$ cat src/inc/mvw_pkg.sv
`default_nettype none
package mvw_pkg;
  // Register indices as printed; byte address is four times the index.
  localparam logic [7:0] IDX_PAUSE_CONTROL = 8'h06;
  localparam logic [7:0] IDX_TAG_MATCH_A = 8'h09;
  localparam logic [7:0] IDX_TAG_MATCH_B = 8'h0a;
  localparam logic [7:0] IDX_WAKE_PATTERN_PORT = 8'h0b;
  localparam logic [7:0] IDX_WAKE_CTL_STATUS = 8'h0c;
  localparam logic [7:0] IDX_RX_FRAME_STATUS = 8'h0e;
  // Field positions.
  localparam int BUSY_BIT = 0;
  localparam int PTR_CLEAR_BIT = 31;
  localparam int TAG_MSB = 15;
  // Reset values.
  localparam logic [15:0] TAG_RESET = 16'h0000;
  localparam logic [31:0] PAUSE_RESET = 32'h00000000;
  localparam logic [31:0] WAKE_RESET = 32'h00000000;
  // Frame length limits in bytes.
  localparam logic [10:0] MAX_LEN_PLAIN = 11'd1518;
  localparam logic [10:0] MAX_LEN_TAGGED = 11'd1522;
  // Wake filter geometry.
  localparam int WAKE_WORDS = 8;
  localparam int WAKE_PTR_W = 3;

  // Receive frame descriptor presented at end of frame.
  typedef struct packed {
    logic done;
    logic [15:0] typeBytes;
    logic [10:0] length;
  } mvw_rx_frame_t;

  // Result of the length check.
  typedef struct packed {
    logic valid;
    logic taggedA;
    logic taggedB;
    logic tooLong;
  } mvw_rx_result_t;
endpackage
`default_nettype wire

$ cat src/hw/mvw_regs.sv
// How it works
// - Busy flag high during pause or backpressure.
// - Busy holds for frame, clears afterwards.
// - Tag ident A compared with bytes 13-14.
// - Tag ident B compared with same bytes.
// - Tagged frames allow 1522, else 1518.
// - Filter writes load consecutive words from zero.
// - Write pointer wraps after eight words.
// - Filter reads return words in sequence.
// - Pointer-reset control resynchronizes filter pointers.
// - Writing one resets pointers, bit self-clears.
//
// The Wishbone slave port was chosen for this implementation.
`default_nettype none
module mvw_regs
  import mvw_pkg::*;
(
  input wire logic sys_clk,
  input wire logic resetn,
  // Classic Wishbone slave.
  input wire logic wbCyc,
  input wire logic wbStb,
  input wire logic wbWe,
  input wire logic [7:0] wbAdr,
  input wire logic [3:0] wbSel,
  input wire logic [31:0] wbDatW,
  output logic [31:0] wbDatR,
  output logic wbAck,
  // Transmitter reports pause frame or backpressure activity.
  input wire logic pauseTxActive,
  // Pause control word for the flow-control logic outside.
  output logic [31:0] pauseControl,
  // Receive side.
  input wire mvw_rx_frame_t rxFrame,
  output mvw_rx_result_t rxResult,
  // Wake filter contents for the matcher.
  output logic [WAKE_WORDS*32-1:0] wakePatternWords
);

  typedef enum logic [1:0] {ST_IDLE, ST_ACK} mvw_bus_state_t;

  mvw_bus_state_t busState;
  mvw_bus_state_t next_busState;
  logic [15:0] tagIdentA;
  logic [15:0] tagIdentB;
  logic pauseTxBusyFlag;
  logic [31:0] pauseWord;
  logic [31:0] wakePatternStore [WAKE_WORDS];
  logic [WAKE_PTR_W-1:0] wakeWrPtr;
  logic [WAKE_PTR_W-1:0] wakeRdPtr;
  logic [31:0] readMux;
  logic matchA;
  logic matchB;
  mvw_rx_result_t next_rxResult;

  // Decode. A request is taken while the slave is idle, and a write lands at the
  // edge where the master samples ack, with the request still held.
  // A master that drops its strobe in the ack cycle therefore writes nothing.
  // Read data is registered at the taking edge so that it stands with ack.
  wire logic request = wbCyc && wbStb;
  wire logic accept = request && (busState == ST_IDLE);
  wire logic commit = request && (busState == ST_ACK);
  wire logic doWrite = commit && wbWe;
  wire logic doRead = accept && !wbWe;
  wire logic hitPause = (wbAdr == IDX_PAUSE_CONTROL);
  wire logic hitTagA = (wbAdr == IDX_TAG_MATCH_A);
  wire logic hitTagB = (wbAdr == IDX_TAG_MATCH_B);
  wire logic hitWake = (wbAdr == IDX_WAKE_PATTERN_PORT);
  wire logic hitWakeCtl = (wbAdr == IDX_WAKE_CTL_STATUS);
  wire logic hitRxStat = (wbAdr == IDX_RX_FRAME_STATUS);
  wire logic [31:0] byteMask = {{8{wbSel[3]}}, {8{wbSel[2]}}, {8{wbSel[1]}}, {8{wbSel[0]}}};
  wire logic [31:0] wakeWriteData = (wakePatternStore[wakeWrPtr] & ~byteMask)
                                   | (wbDatW & byteMask);
  // Pointer clear is a strobe; the stored bit is never held so it reads as zero.
  wire logic ptrClear = doWrite && hitWakeCtl && wbSel[3] && wbDatW[PTR_CLEAR_BIT];

  // Bus handshake: ack one cycle after the request, dropped the next cycle.
  // The state returns to idle after ack, so a strobe that is still held then
  // starts a new transfer; a classic master drops it for a cycle in between.
  always_comb
  begin
    next_busState = ST_IDLE;
    if (accept)
    begin
      next_busState = ST_ACK;
    end
  end

  always_ff @(posedge sys_clk or negedge resetn)
  begin
    if (!resetn)
    begin
      busState <= ST_IDLE;
    end
    else
    begin
      busState <= next_busState;
    end
  end

  assign wbAck = (busState == ST_ACK);

  // Tag identifier registers; the upper half is reserved and reads zero. Both
  // identifiers behave alike, so each is one instance of the same small module,
  // which also compares its value with the type bytes of the current frame.
  mvw_tag_reg i_mvw_tag_reg_a (
    .sys_clk(sys_clk),
    .resetn(resetn),
    .writeEn(doWrite && hitTagA),
    .writeData(wbDatW[15:0]),
    .writeMask(byteMask[15:0]),
    .frameTag(rxFrame.typeBytes),
    .tagIdent(tagIdentA),
    .tagMatch(matchA)
  );

  mvw_tag_reg i_mvw_tag_reg_b (
    .sys_clk(sys_clk),
    .resetn(resetn),
    .writeEn(doWrite && hitTagB),
    .writeData(wbDatW[15:0]),
    .writeMask(byteMask[15:0]),
    .frameTag(rxFrame.typeBytes),
    .tagIdent(tagIdentB),
    .tagMatch(matchB)
  );

  // Pause control word; bit 0 is the hardware busy flag, software's value there is
  // never shown because a host is required to write zero and must not fake busy.
  // The stored word keeps whatever the host wrote in bit 0, but the read value
  // and the output always show the live flag there instead.
  always_ff @(posedge sys_clk or negedge resetn)
  begin
    if (!resetn)
    begin
      pauseWord <= PAUSE_RESET;
    end
    else if (doWrite && hitPause)
    begin
      pauseWord <= (pauseWord & ~byteMask) | (wbDatW & byteMask);
    end
  end

  // Busy follows the transmitter: high while a pause frame or backpressure is
  // sent, low again once the control frame is complete.
  // A one-cycle lag behind the transmitter is accepted; it keeps the flag a
  // clean flip-flop output for the host and for the flow-control logic.
  always_ff @(posedge sys_clk or negedge resetn)
  begin
    if (!resetn)
    begin
      pauseTxBusyFlag <= 1'b0;
    end
    else
    begin
      pauseTxBusyFlag <= pauseTxActive;
    end
  end

  always_comb
  begin
    pauseControl = pauseWord;
    pauseControl[BUSY_BIT] = pauseTxBusyFlag;
  end

  // Wake filter store: eight words, one pointer each way, both stepping per
  // access and wrapping naturally at the pointer width.
  // The store has no reset: the host must load all eight words before the
  // matcher may rely on them.
  always_ff @(posedge sys_clk)
  begin
    if (doWrite && hitWake)
    begin
      wakePatternStore[wakeWrPtr] <= wakeWriteData;
    end
  end

  // One pointer for each direction; a clear from the control register returns
  // both to the first word. Software that stops in the middle of a run of eight
  // uses that clear to find its place again.
  mvw_wrap_ptr i_mvw_wrap_ptr_wr (
    .sys_clk(sys_clk),
    .resetn(resetn),
    .clear(ptrClear),
    .step(doWrite && hitWake),
    .ptr(wakeWrPtr)
  );

  mvw_wrap_ptr i_mvw_wrap_ptr_rd (
    .sys_clk(sys_clk),
    .resetn(resetn),
    .clear(ptrClear),
    .step(doRead && hitWake),
    .ptr(wakeRdPtr)
  );

  // Flatten the store for the wake-up matcher.
  // The matcher sees every word at once and never goes through the access
  // port, so host reads cannot disturb matching.
  genvar gi;
  generate
    for (gi = 0; gi < WAKE_WORDS; gi++)
    begin : gen_flat
      assign wakePatternWords[gi*32 +: 32] = wakePatternStore[gi];
    end
  endgenerate

  // Read selection; unmapped addresses read zero and are still acknowledged.
  // Acknowledging everything keeps a stray host access from hanging the bus.
  // The wake control index reads zero because its only bit is a strobe.
  // The receive verdict sits in the low four bits of its status index.
  assign readMux = hitPause ? pauseControl :
                   hitTagA ? {16'h0000, tagIdentA} :
                   hitTagB ? {16'h0000, tagIdentB} :
                   hitWake ? wakePatternStore[wakeRdPtr] :
                   hitWakeCtl ? WAKE_RESET :
                   hitRxStat ? {28'h0000000, rxResult} :
                   32'h00000000;

  always_ff @(posedge sys_clk or negedge resetn)
  begin
    if (!resetn)
    begin
      wbDatR <= 32'h00000000;
    end
    else if (doRead)
    begin
      wbDatR <= readMux;
    end
  end

  // Length check of a completed frame against its tag-dependent limit.
  wire logic isTagged = matchA || matchB;
  wire logic [10:0] lengthLimit = isTagged ? MAX_LEN_TAGGED : MAX_LEN_PLAIN;

  always_comb
  begin
    next_rxResult = rxResult;
    next_rxResult.valid = 1'b0;
    if (rxFrame.done)
    begin
      next_rxResult.valid = 1'b1;
      next_rxResult.taggedA = matchA;
      next_rxResult.taggedB = matchB;
      next_rxResult.tooLong = (rxFrame.length > lengthLimit);
    end
  end

  // The result stays readable until the next frame; valid pulses once.
  // Holding the verdict lets the host read it through the status index after
  // the pulse has gone.
  always_ff @(posedge sys_clk or negedge resetn)
  begin
    if (!resetn)
    begin
      rxResult <= '0;
    end
    else
    begin
      rxResult <= next_rxResult;
    end
  end

endmodule

// One tag identifier register with its own frame comparison. The register
// honours byte enables; lanes that are not enabled keep their contents.
// The comparison is purely combinational and is sampled with the frame end.
module mvw_tag_reg
  import mvw_pkg::*;
(
  input wire logic sys_clk,
  input wire logic resetn,
  input wire logic writeEn,
  input wire logic [15:0] writeData,
  input wire logic [15:0] writeMask,
  input wire logic [15:0] frameTag,
  output logic [15:0] tagIdent,
  output logic tagMatch
);

  // Merge the enabled byte lanes of the host data with the old value.
  // The two masked halves are disjoint, so a plain or is enough.
  wire logic [15:0] next_tagIdent = (tagIdent & ~writeMask) | (writeData & writeMask);

  // The register itself.
  always_ff @(posedge sys_clk or negedge resetn)
  begin
    if (!resetn)
    begin
      tagIdent <= TAG_RESET;
    end
    else if (writeEn)
    begin
      tagIdent <= next_tagIdent;
    end
  end

  // Compared with the two type bytes that follow the addresses of the frame.
  // A register left at zero matches only a frame whose type bytes are zero.
  assign tagMatch = (frameTag == tagIdent[TAG_MSB:0]);

endmodule

// A wrapping word pointer for the wake filter. It steps once per access and
// returns to the first word on a clear, which wins over a step in the same
// cycle so that software always finds the pointer at the start afterwards.
module mvw_wrap_ptr
  import mvw_pkg::*;
(
  input wire logic sys_clk,
  input wire logic resetn,
  input wire logic clear,
  input wire logic step,
  output logic [WAKE_PTR_W-1:0] ptr
);

  // The pointer width matches the store depth, so the carry out is the wrap.
  // This only holds while the depth stays a power of two.
  wire logic [WAKE_PTR_W-1:0] next_ptr = ptr + WAKE_PTR_W'(1);

  // Clear first, then step; reset puts the pointer at the first word.
  // The host therefore starts every run at word zero after either event.
  always_ff @(posedge sys_clk or negedge resetn)
  begin
    if (!resetn)
    begin
      ptr <= '0;
    end
    else if (clear)
    begin
      ptr <= '0;
    end
    else if (step)
    begin
      ptr <= next_ptr;
    end
  end

endmodule
`default_nettype wire

$ cat config.mk
export PLATFORM = sky130hd
export DESIGN_NAME = mvw_regs
export DESIGN_NICKNAME = d
export VERILOG_FILES = /design/src/inc/mvw_pkg.sv /design/src/hw/mvw_regs.sv
export SDC_FILE = /design/constraint.sdc
export NUM_CORES = 1
export LEC_CHECK = 0
export BUFFER_PORTS_ARGS = -buffer_cell sky130_fd_sc_hd__clkbuf_2
export CAP_MARGIN = 30
export CORE_MARGIN = 2
export CORE_UTILIZATION = 54
export DETAILED_ROUTE_END_ITERATION = 10
export PLACE_DENSITY = 0.8
export SLEW_MARGIN = 20
export SYNTH_ARGS = -nofsm -noshare
export SYNTH_HDL_FRONTEND = slang
export SYNTH_SLANG_ARGS = --single-unit
$ cat constraint.sdc
create_clock -name sys_clk -period 6.15 [get_ports sys_clk]
set_input_delay 1.845 -clock sys_clk [delete_from_list [all_inputs] [get_ports sys_clk]]
set_output_delay 1.845 -clock sys_clk [all_outputs]
set_load 0.03 [all_outputs]
==> metrics.txt <==
Avg Vias per Cell=6.79; Top Ports=403; clock power share=43.3%; Net Sw Frac=23.1%; status=complete, no violations; Post-synth EDFFs=256; Worst Max-Slew Pin Slew=1.01 ns; Die Y=183 um; Total Nets Final=1,615; Post-CTS Hold Fix Bufs=0; post-layout total power=5440 uW; Static Leak=0.00829 uW; GRT Resource Usage Total=34.5%; synth-to-layout area growth=21.9%; Worst Path Arrival=4.20 ns; sequential fraction of design power=49.7%; Peak Freq=250 MHz; Post-CTS Setup Inserts=0; Pre-Repair DR Iteration Count=8; area of the core=31,600 um2; Synth area leader=edfxtp_1; Fillers=2,272; Distinct cells, synth=57; ANT cells=0; Synth top area share=44.4%; fin crit period=4.00 ns; relative slew slack=32.1%; Place WS=1.65 ns; Cells on Worst Hold Path=2; DRT antenna net count=0; combinational cell fraction of total power=7.1%; DRT iter0 DRCs=1,439; worst skew pair latency=0.53 ns; DR DRC count=0; initial antenna violation count=1; hold path start=wbDatR[21]; Max Cap Viol=0; worst r2r src=i_mvw_wrap_ptr_wr.ptr[2]; CP Capture Type=flop; CP startpoint kind=primary input; Async S/R FF share, synth=29.5%; cell count after synthesis=1,146; largest net degree at the start of global routing=71; CTS tree=done; DR WL/cell=29.8 um; setup ws final=2.15 ns; most numerous cell in the Yosys netlist=edfxtp_1; Clock transition at path regs=0.06 ns; Die Area=33,500 um2; clk sinks=363; peak supply drop=195 uV; GPL Wtd Cong=0.969; vias after detailed routing=13,300; unrepaired setup endpoints after global routing=false; deepest clock path buffer count=3; synthesized area=17,300 um2; # setup viols final=0; CTS Buf Count=38; post-cts sizing count=0; Int Power=4180 uW; cells on worst reg2reg path=5; Mean Syn Cell Area=15.1 um2; row count=65; FF+latch count, synth=363; crit-path max FO=27; Initial Utilization=54.9%; vias in the first global route=13,300; top post-synthesis cells by count=edfxtp_1, mux2_2, dfrtp_1; Hold Vio Cnt, Final=0; port bufs=402; share of layout cells above drive strength 1=46.4%; Layout Skew=0.0132 ns; FF-to-FF End=wakePatternStore[5][17]; drt total wl=58,600 um; Hold Path Sink=wbDatR[21]; Overflow after GRT=0; Worst Setup Path Type=primary input to flop; Final TNS setup=0 ns; Synth Warn #=0; chip width=183 um; Final HPWL DP=40,500 um; critical path required time=6.35 ns; Post-Layout Inst Area=21,100 um2; Area contributors post-synth=edfxtp_1, dfrtp_1, mux4_2, mux2_2, a221oi_1; R2R setup slack=2.65 ns; Switch Pwr=1260 uW; Root Driver=clkbuf_16; Pwr per Cell Area=257 nW/um2; dominant synthesized flop cell=edfxtp_1; syn nets=1,229; Final period util=65.1%; placed inst area=19,800 um2; Tightest Hold Check Type=flop to flop; H-Tree Depth=2; Final Max Slew Viols=0; first-pass GRT wire length=84,900 um; Util after Layout=67.0%; sequential area share after synthesis=59.8%
-- worst max-delay path, cell delays in order --
cell	delay (ns)
clkbuf_2	0.11
nor4_4	0.29
buf_4	0.35
nand4_1	0.43
nor2_4	0.75
buf_4	0.42
-- worst max path at each step --
stage | start | end | cells past startpoint
floorplan | wbAdr[5] | wakePatternStore[2][0] | 4
global placement | wbAdr[5] | wakePatternStore[3][25] | 5
detailed placement | wbAdr[5] | wakePatternStore[2][8] | 6
CTS | wbAdr[5] | wakePatternStore[2][11] | 6
global route | wbAdr[5] | wakePatternStore[7][3] | 6
finish | wbAdr[5] | wakePatternStore[7][17] | 6
-- per-layer routing --
metal	routed length, um	vias to the layer above	track usage [%]
met5	0	-	0
met1	21200	6758	45.6
li1	-	5361	-
met2	27900	1046	55.0
met4	2850	0	16.3
met3	6670	179	7.59
-- area by class of cell --
class / instances / area, um2 / share of cell area (%)
multi-input cells: 688 / 6630 / 31.4
repair buffers: 432 / 2310 / 10.9
clock inverters: 13 / 161 / 0.764
inverters: 9 / 33.8 / 0.160
well taps: 402 / 503 / 2.38
clock buffers: 57 / 1110 / 5.27
flip-flops and latches: 363 / 10400 / 49.1
-- cells in the final DEF, fill, tap and decap left out, drive strengths merged, types with 13 or more instances in the layout --
master and count:
clkbuf 458, edfxtp 256, mux2 114, dfrtp 107, mux4 90, nor2 55
a221oi 45, nand2 43, nand3 37, xnor2 36, mux2i 32, buf 31
nor3 30, o21ai 25, a21oi 23, o2bb2ai 18, nand4 17, nor2b 14
a22oi 13, o31a 13, and3 13
-- cells by family after synthesis --
kind of cell	count (synthesis)	synth area share, %
DFF	363	59.8
and+or+nand+nor	237	7.23
buffers and inverters	95	2.45
muxes	236	21.0
xor gates and xnor gates	36	1.82
adders and majority gates	5	0.361
AOI/OAI and AO/OA	174	7.36
-- stage by stage --
stage          hold WS, ns  cells
5_1_grt              0.551   1964
4_1_cts              0.513   1963
6_report             0.515   1964
3_3_place_gp         0.495   1888
2_1_floorplan        0.491   1146
3_5_place_dp         0.501   1893
-- power by group through the flow --
stage / sequential [uW] / combinational, uW / clock [uW]
CTS: 2700 / 377 / 2360
finish: 2700 / 383 / 2350
floorplan: 2820 / 148 / 0
global placement: 2750 / 359 / 0
global route: 2700 / 408 / 2460
detailed placement: 2750 / 374 / 0
(Power assumes the default switching activity.)
